[config.mk]
export PLATFORM = sky130hd
export DESIGN_NAME = trig_io_timing
export DESIGN_NICKNAME = d
export VERILOG_FILES = /design/src/trig_io_pkg.sv /design/src/trig_io_timing.sv /design/src/trig_filter.sv
export SDC_FILE = /design/constraint.sdc
export NUM_CORES = 2
export LEC_CHECK = 0
export ABC_AREA = 1
export BUFFER_PORTS_ARGS = -buffer_cell sky130_fd_sc_hd__buf_2
export CAP_MARGIN = 40
export CORE_MARGIN = 2
export CORE_UTILIZATION = 54
export CTS_CLUSTER_DIAMETER = 80
export DETAILED_ROUTE_END_ITERATION = 12
export PLACE_DENSITY = 0.78
export SLEW_MARGIN = 20
export SYNTH_ARGS = -nofsm -noshare
export SYNTH_HDL_FRONTEND = slang
export SYNTH_SLANG_ARGS = --single-unit
[constraint.sdc]
create_clock -name sys_clk_i -period 7.6 [get_ports sys_clk_i]
set_input_delay 0.38 -clock sys_clk_i [delete_from_list [all_inputs] [get_ports sys_clk_i]]
set_output_delay 0.38 -clock sys_clk_i [all_outputs]
set_load 0.005 [all_outputs]
[src/trig_io_pkg.sv]
package trig_io_pkg;

  localparam int unsigned CLK_MHZ        = 125;
  localparam int unsigned TICK_US        = 10;
  localparam int unsigned TICK_CYCLES    = CLK_MHZ * TICK_US;
  localparam int unsigned US_CYCLES      = CLK_MHZ;
  localparam int          NUM_LINES      = 8;

  // exposure-end timing, in 10 us ticks
  localparam logic [6:0]  DELAY_MAX      = 7'h64;
  localparam logic [6:0]  DELAY_RESET    = 7'h00;
  localparam logic [9:0]  WIDTH_MIN      = 10'h004;
  localparam logic [9:0]  WIDTH_MAX      = 10'h3e8;
  localparam logic [9:0]  WIDTH_RESET    = 10'h1f4;
  localparam logic        POL_RESET      = 1'b0;

  // trigger filter: code 0..4 means 100..500 us
  localparam logic [2:0]  FILT_RESET     = 3'h0;
  localparam logic [2:0]  FILT_MAX       = 3'h4;
  localparam logic [15:0] FILT_STEP_CYC  = 16'(100 * US_CYCLES);

  // register index (word address)
  localparam logic [5:0]  ADDR_COMMON    = 6'h00;
  localparam logic [5:0]  ADDR_STATUS    = 6'h01;
  localparam logic [5:0]  ADDR_LINE_BASE = 6'h10;
  localparam logic [5:0]  ADDR_FILT_BASE = 6'h20;

  typedef struct packed {
    logic [6:0] delay;
    logic [9:0] width;
    logic       neg_pol;
  } line_cfg_t;

  typedef enum logic [1:0] {
    PULSE_IDLE  = 2'b00,
    PULSE_DELAY = 2'b01,
    PULSE_HIGH  = 2'b11
  } pulse_state_t;

  typedef struct packed {
    logic [5:0]  addr;
    logic [31:0] wdata;
    logic        wr;
    logic        rd;
  } reg_req_t;

endpackage : trig_io_pkg

[src/trig_io_timing.sv]
`timescale 1ns/1ps
// Summary of operation
// - per line, wait delay 0..1000 us in 10 us steps after exposure end; default 0.
// - hold exposure-end pulse for width 40..10000 us in 10 us steps; default 5000.
// - selectable pulse polarity, positive default; negative drives ON to OFF.
// - delay, width and polarity kept independently per line.
// - trigger seen ON only after staying ON for the filter width.
// - trigger seen OFF only after staying OFF for the filter width.
// - filter width 100,200,300,400 or 500 us; default 100.
// - multi-line random trigger mode uses line 0 filter width on all lines.
// - eight strobe outputs follow physical connector positions, not camera numbers.
// - strobe without camera selectable per line, using connector pulse width.
// - shared outputs carry strobe or exposure-end pulses by one setting; strobe default.
// - exposure-end outputs indexed by line number 0 to 7.
module trig_io_timing
  import trig_io_pkg::*;
(
  // clock and reset
  input  wire logic                 sys_clk_i,
  input  wire logic                 rst_b_i,
  // register port
  input  wire logic [5:0]           reg_addr_i,
  input  wire logic [31:0]          reg_wdata_i,
  input  wire logic                 reg_wr_i,
  input  wire logic                 reg_rd_i,
  output logic [31:0]               reg_rdata_o,
  // per-line events, same clock domain
  input  wire logic [NUM_LINES-1:0] exposure_done_i,
  input  wire logic [NUM_LINES-1:0] strobe_req_i,
  input  wire logic [NUM_LINES-1:0] camera_present_i,
  // trigger pins
  input  wire logic [NUM_LINES-1:0] trigger_pin_i,
  output logic [NUM_LINES-1:0]      trigger_o,
  // shared output lines
  output logic [NUM_LINES-1:0]      strobe_trigger_out_o
);

  typedef struct packed {
    line_cfg_t [NUM_LINES-1:0]    cfg;
    logic [NUM_LINES-1:0][2:0]    filt;
    logic [NUM_LINES-1:0]         no_cam_en;
    logic                         sel_exposure;
    logic                         multi_line;
    logic [10:0]                  tick_cnt;
    logic                         tick;
    pulse_state_t [NUM_LINES-1:0] pst;
    logic [NUM_LINES-1:0][9:0]    pcnt;
    pulse_state_t [NUM_LINES-1:0] sst;
    logic [NUM_LINES-1:0][9:0]    scnt;
    logic [NUM_LINES-1:0]         sync1;
    logic [NUM_LINES-1:0]         sync2;
    logic [NUM_LINES-1:0]         out;
    logic [NUM_LINES-1:0]         trig;
    logic [31:0]                  rdata;
  } top_st_t;

  top_st_t              st_q, st_d;
  reg_req_t             req;
  logic [NUM_LINES-1:0] filt_level;
  logic [NUM_LINES-1:0] exp_level;
  logic [NUM_LINES-1:0] stb_level;

  function automatic logic [9:0] clamp_width(input logic [9:0] w);
    if (w < WIDTH_MIN) begin
      clamp_width = WIDTH_MIN;
    end else if (w > WIDTH_MAX) begin
      clamp_width = WIDTH_MAX;
    end else begin
      clamp_width = w;
    end
  endfunction : clamp_width

  function automatic logic [2:0] clamp_filt(input logic [2:0] f);
    clamp_filt = (f > FILT_MAX) ? FILT_MAX : f;
  endfunction : clamp_filt

  assign req = '{addr: reg_addr_i, wdata: reg_wdata_i, wr: reg_wr_i, rd: reg_rd_i};

  genvar g;
  generate
    for (g = 0; g < NUM_LINES; g++) begin : g_filt
      trig_filter u_filt (
        .sys_clk_i  (sys_clk_i),
        .rst_b_i    (rst_b_i),
        .raw_i      (st_q.sync2[g]),
        .filt_sel_i (st_q.multi_line ? st_q.filt[0] : st_q.filt[g]),
        .level_o    (filt_level[g])
      );
    end
  endgenerate

  always_comb begin
    st_d       = st_q;
    st_d.sync1 = trigger_pin_i;
    st_d.sync2 = st_q.sync1;
    st_d.trig  = filt_level;

    // 10 us time base
    st_d.tick = 1'b0;
    if (st_q.tick_cnt == 11'(TICK_CYCLES - 1)) begin
      st_d.tick_cnt = '0;
      st_d.tick     = 1'b1;
    end else begin
      st_d.tick_cnt = st_q.tick_cnt + 11'h1;
    end

    // register writes
    if (req.wr) begin
      if (req.addr == ADDR_COMMON) begin
        st_d.sel_exposure = req.wdata[0];
        st_d.multi_line   = req.wdata[1];
        st_d.no_cam_en    = req.wdata[15:8];
      end else if (req.addr[5:3] == ADDR_LINE_BASE[5:3]) begin
        st_d.cfg[req.addr[2:0]].delay   = (req.wdata[6:0] > DELAY_MAX) ? DELAY_MAX : req.wdata[6:0];
        st_d.cfg[req.addr[2:0]].width   = clamp_width(req.wdata[17:8]);
        st_d.cfg[req.addr[2:0]].neg_pol = req.wdata[24];
      end else if (req.addr[5:3] == ADDR_FILT_BASE[5:3]) begin
        st_d.filt[req.addr[2:0]] = clamp_filt(req.wdata[2:0]);
      end
    end

    // register reads
    st_d.rdata = '0;
    if (req.rd) begin
      if (req.addr == ADDR_COMMON) begin
        st_d.rdata = {16'h0, st_q.no_cam_en, 6'h0, st_q.multi_line, st_q.sel_exposure};
      end else if (req.addr == ADDR_STATUS) begin
        st_d.rdata = {8'h0, st_q.trig, exp_level, stb_level};
      end else if (req.addr[5:3] == ADDR_LINE_BASE[5:3]) begin
        st_d.rdata = {7'h0, st_q.cfg[req.addr[2:0]].neg_pol, 6'h0, st_q.cfg[req.addr[2:0]].width,
                      1'b0, st_q.cfg[req.addr[2:0]].delay};
      end else if (req.addr[5:3] == ADDR_FILT_BASE[5:3]) begin
        st_d.rdata = {29'h0, st_q.filt[req.addr[2:0]]};
      end
    end

    for (int i = 0; i < NUM_LINES; i++) begin
      // exposure-end pulse per line number
      case (st_q.pst[i])
        PULSE_IDLE: begin
          if (exposure_done_i[i]) begin
            st_d.pcnt[i] = {3'h0, st_q.cfg[i].delay};
            st_d.pst[i]  = (st_q.cfg[i].delay == '0) ? PULSE_HIGH : PULSE_DELAY;
            if (st_q.cfg[i].delay == '0) begin
              st_d.pcnt[i] = st_q.cfg[i].width;
            end
          end
        end
        PULSE_DELAY: begin
          if (st_q.tick) begin
            if (st_q.pcnt[i] <= 10'h1) begin
              st_d.pst[i]  = PULSE_HIGH;
              st_d.pcnt[i] = st_q.cfg[i].width;
            end else begin
              st_d.pcnt[i] = st_q.pcnt[i] - 10'h1;
            end
          end
        end
        PULSE_HIGH: begin
          if (st_q.tick) begin
            if (st_q.pcnt[i] <= 10'h1) begin
              st_d.pst[i] = PULSE_IDLE;
            end else begin
              st_d.pcnt[i] = st_q.pcnt[i] - 10'h1;
            end
          end
        end
        default: st_d.pst[i] = PULSE_IDLE;
      endcase

      // strobe per connector position
      case (st_q.sst[i])
        PULSE_IDLE: begin
          if (strobe_req_i[i] && (camera_present_i[i] || st_q.no_cam_en[i])) begin
            st_d.sst[i]  = PULSE_HIGH;
            st_d.scnt[i] = st_q.cfg[i].width;
          end
        end
        PULSE_HIGH: begin
          if (st_q.tick) begin
            if (st_q.scnt[i] <= 10'h1) begin
              st_d.sst[i] = PULSE_IDLE;
            end else begin
              st_d.scnt[i] = st_q.scnt[i] - 10'h1;
            end
          end
        end
        default: st_d.sst[i] = PULSE_IDLE;
      endcase
    end

    // shared output select
    for (int i = 0; i < NUM_LINES; i++) begin
      st_d.out[i] = st_q.sel_exposure ? (exp_level[i] ^ st_q.cfg[i].neg_pol) : stb_level[i];
    end
  end

  always_comb begin
    for (int i = 0; i < NUM_LINES; i++) begin
      exp_level[i] = (st_q.pst[i] == PULSE_HIGH);
      stb_level[i] = (st_q.sst[i] == PULSE_HIGH);
    end
  end

  always_ff @(posedge sys_clk_i) begin
    if (!rst_b_i) begin
      st_q <= '0;
      for (int i = 0; i < NUM_LINES; i++) begin
        st_q.cfg[i].delay   <= DELAY_RESET;
        st_q.cfg[i].width   <= WIDTH_RESET;
        st_q.cfg[i].neg_pol <= POL_RESET;
        st_q.filt[i]        <= FILT_RESET;
      end
    end else begin
      st_q <= st_d;
    end
  end

  assign reg_rdata_o          = st_q.rdata;
  assign trigger_o            = st_q.trig;
  assign strobe_trigger_out_o = st_q.out;

endmodule : trig_io_timing

[src/trig_filter.sv]
`timescale 1ns/1ps
module trig_filter
  import trig_io_pkg::*;
(
  // clock and reset
  input  wire logic        sys_clk_i,
  input  wire logic        rst_b_i,
  // sampled input and width
  input  wire logic        raw_i,
  input  wire logic [2:0]  filt_sel_i,
  // filtered level
  output logic             level_o
);

  typedef struct packed {
    logic [18:0] cnt;
    logic        level;
  } filt_st_t;

  filt_st_t st_q, st_d;
  logic [18:0] limit;

  always_comb begin
    limit = 19'({16'h0, filt_sel_i} + 19'h1) * 19'(FILT_STEP_CYC);
    st_d  = st_q;
    if (raw_i == st_q.level) begin
      st_d.cnt = '0;
    end else if (st_q.cnt + 19'h1 >= limit) begin
      st_d.level = raw_i;
      st_d.cnt   = '0;
    end else begin
      st_d.cnt = st_q.cnt + 19'h1;
    end
  end

  always_ff @(posedge sys_clk_i) begin
    if (!rst_b_i) begin
      st_q <= '0;
    end else begin
      st_q <= st_d;
    end
  end

  assign level_o = st_q.level;

endmodule : trig_filter

[Yosys cells after proc, flatten, opt, wreduce, memory -nomap -nowiden]
Cells that the tools add are included.
Widths: inputs -> output; s select.
Word-level totals
  bits in read-only memories: 0
  input bits: 74
  latch bits: 0
  RAM bits: 0
  memories kept: 0
  output and inout bits: 48
  flip-flop bits (word level): 606
Cells by class
  $lt $le $gt $ge: 30
  shifts and indexed selects: 0
  multiplexer cells: 219
  $mul: 8
  bitwise gates (word level): 20
  eq/ne operators: 116
  divide/modulo/power cells: 0
  reductions and logical operators: 114
  add/sub/neg operators: 33
Operators with widths (count)
  $mux 10: 77
  $bwmux 144: 3
  $pmux 10 s3: 8
  $demux 18 s3: 3
  $le 10x1->1 const B: 16
  $pmux 10 s2: 8
  $sub 10x1->10 const B: 16
  $add 19x1->19 const B: 8
  $ge 19x19->1: 8
  $mul 19x12->17 const B: 8
  $mux 2: 72
  $ne 2x2->1 const B: 64
  $reduce_and 5->1: 16
  $logic_not 7->1: 8
  $bmux 18 s3: 1
  $pmux 2 s3: 8
  $mux 18: 2
  $reduce_and 4->1: 9
  $mux 3: 11
  $add 3x1->4 const B: 8
  $eq 2x2->1 const B: 16
  $logic_not 2->1: 16
  $ne 2x1->1 const B: 16
  $pmux 2 s2: 8
  other kinds (35): 130

[Logic depth before layout (Yosys ltp)]
  depth in word-level cells: 8
  depth in mapped cells: 30
  gate-level depth less buffers: 29

[Cells and area by module]
From an unflattened synthesis, not the netlist that was laid out.
Unflattened totals
  cell total of the unflattened synthesis: 5932
  area total of the unflattened synthesis: 39469.1 sq um
Modules (own cells, without submodules)
  trig_io_timing: area an instance 23737.8 sq um, cells an instance 3687, instances 1, seq. area each 8628.3 sq um
  trig_filter (g_filt[1].u_filt ...): area an instance 1959.4 sq um, cells an instance 278, instances 6, seq. area each 400.4 sq um
  trig_filter (g_filt[7].u_filt): area an instance 1994.4 sq um, cells an instance 291, instances 1, seq. area each 400.4 sq um
  trig_filter (g_filt[0].u_filt): area an instance 1980.6 sq um, cells an instance 286, instances 1, seq. area each 400.4 sq um

[Worst setup path after synthesis]
OpenSTA, ideal clock, no wires.
  path type: register to register
  from: register st_q[278] in the netlist's numbering
  to: register g_filt[1].u_filt.st_q[16] in the netlist's numbering
  cell stages (with the launch flop): 26
  clock period less this slack: 4531 ps
  setup slack: 3069 ps
  library setup time: 119 ps
  arrival time: 4412 ps
  data required time: 7481 ps
  cells stage by stage: dfxtp_1 > nand2_1 > clkinv_1 > a21oi_1 > inv_1 > ha_1 > xnor2_1 > ha_1 > ha_1 > ha_1 > nand2_1 > nand2_1 > a32oi_1 > nand2_1 > xnor2_1 > ha_1 > nand2_1 > nor4_1 > nand3_1 > nor2_1 > nand2_1 > nand2_1 > nand2_1 > nand4_4 > buf_6 > nor2_1
On the way
  word-level cells in the longest chain between the ends: 5
RTL lines
  from (decl): line trig_io_timing.sv:57  | top_st_t st_q, st_d;
  from (signal assigned): line trig_io_timing.sv:215  | st_q <= st_d;
  $mux 3: line trig_io_timing.sv:86  | .filt_sel_i (st_q.multi_line ? st_q.filt[0] : st_q.filt[g]),
  $add 3x1->4: line trig_filter.sv:24  | limit = 19'({16'h0, filt_sel_i} + 19'h1) * 19'(FILT_STEP_CYC);
  $mul 19x12->17: line trig_filter.sv:24
  $ge 19x19->1: line trig_filter.sv:28  | end else if (st_q.cnt + 19'h1 >= limit) begin
  $reduce_or 3->1 (no line)
  to (signal assigned): line trig_filter.sv:40  | st_q <= st_d;
  to (decl): line trig_filter.sv:20  | filt_st_t st_q, st_d;
No other way between the ends.
A chain may end at the register's enable or synchronous reset.

[Worst setup path after layout]
  from: register st_q[268] in the netlist's numbering
  to: register g_filt[2].u_filt.st_q[6] in the netlist's numbering
On the way
  word-level cells in the longest chain between the ends: 5
RTL lines (line)
  $mux 3: trig_io_timing.sv:86
  $add 3x1->4: trig_filter.sv:24
  $mul 19x12->17: trig_filter.sv:24
  $ge 19x19->1: trig_filter.sv:28
  $reduce_or 3->1 (no line)
  to (signal assigned): trig_filter.sv:40
  to (decl): trig_filter.sv:20
No other way between the ends.

==> flow_metrics.py <==
metrics = {
    "synth": {
        "synthFlopType": "sky130_fd_sc_hd__dfxtp_1",
        "ys_top_cells_by_area": "sky130_fd_sc_hd__dfxtp_1 (32%), sky130_fd_sc_hd__ha_1 (10%), sky130_fd_sc_hd__nand2_1 (8.0%)",
        "yosysWarningCount": 0,
        "synth_cell_types": 63,
        "cell_count_after_synthesis": 5163,
        "yosys.area.top_type": "sky130_fd_sc_hd__dfxtp_1",
        "asyncSetResetFlopFracSynth_pct": 0,
        "ys_seq_area_share_pct": 32.4,
        "number_of_flops_mapped_to_enable_cells_by_yosys": 0,
        "synth.ff_latch_count": 591,
        "netlist_area_sq_um": 36500,
        "postSynthAreaPerCell_sq_um": 7.08,
        "post-synth-top-area-fraction_pct": 32.4,
    },
    "floorplanning": {
        "core_sq_um": 67000,
        "die_y_um": 264,
        "core.rowCount": 95,
        "design.portCount": 122,
        "floorplan.die_area_sq_um": 69700,
        "start_util_pct": 54.5,
        "floorplan.die.width_um": 264,
    },
    "clock_network": {
        "cts.reportedPaths.clkPinSlew_ps": 60,
        "clock_tree.root_cell": "sky130_fd_sc_hd__clkbuf_16",
        "h-tree-depth": 3,
        "ctsLongestPathBuffers": 3,
        "cts-resized-gates": 0,
        "tritoncts": "built",
        "clk-insertion-delay-late_ps": 640,
        "cts_made_buffers": 69,
        "cts.sinks": 591,
    },
    "timing": {
        "timing.setup.tns_ps": 0,
        "timing.clock.skew_ps": 42.4,
        "measured_slew_at_the_worst_slew_check_pin_ps": 861,
        "worst_hold_slack_ps": 94.8,
        "max_slew_margin_pct": 42.4,
        "timing_max_transition_violations_final": 0,
        "maximum_operating_frequency_mhz": 166,
        "setup_viol": 0,
        "setup_repair_after_global_routing_missed_its_margin": "false",
        "min_period_ps": 6030,
        "timing.final.hold_violations": 0,
        "fin_crit_sh_pct": 79.4,
    },
    "global_routing": {
        "globalRouteOverflowTotal": 0,
        "grt_use_total_pct": 28.2,
        "grt_pass1_vias": 32200,
        "grt_max_degree": 157,
        "first_pass_grt_wire_length_um": 162000,
        "grt_antenna_before_repair": 2,
    },
    "setup_path": {
        "critical_path.max_fanout": 18,
        "timing_worst_setup_path_type": "reg -> reg",
        "critical_path.startpoint_type": "flip-flop",
        "end_kind": "flip-flop",
        "cp_data_required_time_ps": 8130,
        "cp.arrival_ps": 6560,
        "worst-r2r-setup-slack_ps": 1570,
    },
    "run_status": {
        "run_status": "finished, final reports clean",
    },
    "layout": {
        "final_cell_mix": "sky130_fd_sc_hd__nand2_1 (778), sky130_fd_sc_hd__inv_1 (738), sky130_fd_sc_hd__dfxtp_1 (591)",
        "final_nets": 5564,
        "mostFrequentLayoutCell": "sky130_fd_sc_hd__nand2_1",
        "flow.area_growth_from_synthesis_pct": 9.64,
        "final-seq-area_sq_um": 11800,
        "multi_input_area_sq_um": 20900,
        "num-fill-cells": 6137,
        "final_layout_size_suffix_gt1_share_pct": 7.15,
    },
    "routing": {
        "routedWlPerCell_um": 16.5,
        "first_iter_violations": 3753,
        "ant_nets": 0,
        "routed_wirelength_um": 101000,
        "drcViolationCount": 0,
        "detail_route.first_pass.iterations": 6,
        "avgViaCountPerCell": 5.67,
        "num_vias": 34700,
    },
    "placed_design": {
        "numPortBuffers": 100,
        "dp.final_hpwl_um": 72900,
        "gp_routability_congestion": 0.962,
    },
    "worst_hold_path": {
        "holdCritPathClass": "in -> reg",
    },
    "pwr": {
        "pwr_density_cell_nw_per_um2": 227,
        "cellLeakagePower_nw": 18.7,
        "largest_vdd_supply_drop_v": 0.000190,
    },
    "job": {
        "maxCapViolations": 0,
    },
}
-- path summary, 6_finish.rpt --
| kind | endpoint | start | cells after the start |
|---|---|---|---|
| setup / recovery | g_filt[2].u_filt.st_q[6]$_SDFF_PP0_ | st_q[268]$_SDFFE_PN0P_ | 21 |
| hold / removal | st_q[274]$_SDFFE_PN0P_ | reg_wdata_i[12] | 3 |
| setup reg to reg | g_filt[2].u_filt.st_q[6]$_SDFF_PP0_ | st_q[268]$_SDFFE_PN0P_ | 21 |
| hold reg to reg | st_q[49]$_SDFF_PN0_ | st_d[49]$_SDFF_PN0_ | 2 |
-- final cells by class --
type	count	area share, %
sequential	591	29.5
antenna	1	0.00625
multi-input combinational	3627	52.1
clock inverter	31	1.05
tap	873	2.73
timing repair buffer	145	2.41
inverter	755	7.08
clock buffer	96	5.05
-- power by group --
part / switching (mW) / internal, mW
logic: 1.29 / 0.700
clock network: 1.42 / 2.12
registers: 0.227 / 3.33
total: 2.93 / 6.15
-- flip-flops by register name, indices dropped and copies added (netlist names) --
signal and flops:
trigger_o 8, g_filt.u_filt.level_o 8, strobe_trigger_out_o 8, st_d 8, g_filt.u_filt.st_q 152, st_q 382, reg_rdata_o 25
-- cells in the mapped netlist, types with 8 or more instances --
master,instances
sky130_fd_sc_hd__a211oi_1,29
sky130_fd_sc_hd__a21o_1,18
sky130_fd_sc_hd__a21oi_1,425
sky130_fd_sc_hd__a221oi_1,12
sky130_fd_sc_hd__a31oi_1,75
sky130_fd_sc_hd__a32oi_1,8
sky130_fd_sc_hd__and3_1,11
sky130_fd_sc_hd__buf_1,8
sky130_fd_sc_hd__buf_2,24
sky130_fd_sc_hd__buf_4,49
sky130_fd_sc_hd__clkbuf_1,122
sky130_fd_sc_hd__clkinv_1,11
sky130_fd_sc_hd__dfxtp_1,591
sky130_fd_sc_hd__ha_1,300
sky130_fd_sc_hd__inv_1,739
sky130_fd_sc_hd__nand2_1,778
sky130_fd_sc_hd__nand3_1,174
sky130_fd_sc_hd__nand3_2,8
sky130_fd_sc_hd__nand3b_1,17
sky130_fd_sc_hd__nand4_1,79
sky130_fd_sc_hd__nor2_1,565
sky130_fd_sc_hd__nor2_2,46
sky130_fd_sc_hd__nor2_4,8
sky130_fd_sc_hd__nor3_1,98
sky130_fd_sc_hd__nor4_1,18
sky130_fd_sc_hd__o2111ai_1,16
sky130_fd_sc_hd__o211ai_1,54
sky130_fd_sc_hd__o21ai_0,478
sky130_fd_sc_hd__o21ai_1,9
sky130_fd_sc_hd__o221ai_1,26
sky130_fd_sc_hd__o22ai_1,9
sky130_fd_sc_hd__or2_2,25
sky130_fd_sc_hd__xnor2_1,78
sky130_fd_sc_hd__xor2_1,156
-- cells by family (layout without fill, tap and decap cells) --
family / Yosys count / after routing / synth area share, %
AOI/OAI and AO/OA: 1213 / 1213 / 18.7
xor gates and xnor gates: 234 / 234 / 5.61
adders and majority gates: 301 / 301 / 10.3
buffers and inverters: 965 / 1027 / 10.6
DFF: 591 / 591 / 32.4
other: 1 / 22 / 0.0103
and+or+nand+nor: 1858 / 1858 / 22.3
-- per-layer routing --
metal	vias up	share of wire, %	GRT usage [%]
met5	-	0.028	0
met4	4	4.0	11.5
met3	286	11	6.64
met2	1543	43	44.0
met1	15800	42	37.4
li1	17100	-	-
-- stage by stage --
stage	power, mW	worst slack, ps	cell area [sq um]	util, %	instances
after floorplan	5.09	3070	36600	-	5183
after global placement	5.47	1770	37300	55.7	5966
after detailed placement	5.53	1560	37400	55.9	5976
after CTS	9.05	1560	40000	59.6	6111
after global routing	9.53	1000	40000	59.7	6118
final	9.07	1570	40100	59.7	6119
-- worst max-delay path, cell delays in order (launching register included) --
cell                       delay [ps]
sky130_fd_sc_hd__dfxtp_1          620
sky130_fd_sc_hd__clkinv_1         650
sky130_fd_sc_hd__a21oi_1          730
sky130_fd_sc_hd__inv_1            150
sky130_fd_sc_hd__ha_1             220
sky130_fd_sc_hd__xnor2_1          550
sky130_fd_sc_hd__ha_1             360
sky130_fd_sc_hd__ha_1             320
sky130_fd_sc_hd__ha_1             340
sky130_fd_sc_hd__nand2_1           80
sky130_fd_sc_hd__nand2_1           50
sky130_fd_sc_hd__a32oi_1          150
sky130_fd_sc_hd__nand2_1          120
sky130_fd_sc_hd__nand2_1           70
sky130_fd_sc_hd__a21oi_1           80
sky130_fd_sc_hd__xnor2_1          190
sky130_fd_sc_hd__ha_1             280
sky130_fd_sc_hd__a21oi_1          210
sky130_fd_sc_hd__nand3_2          120
sky130_fd_sc_hd__nor2_4           130
sky130_fd_sc_hd__nand4_4          310
sky130_fd_sc_hd__nor2_1           200
-- timing repair --
action,in CTS,in global routing
hold buffers,8,0
buffers inserted,0,0
endpoints found under the hold margin,8,0
(Power assumes the default switching activity.)
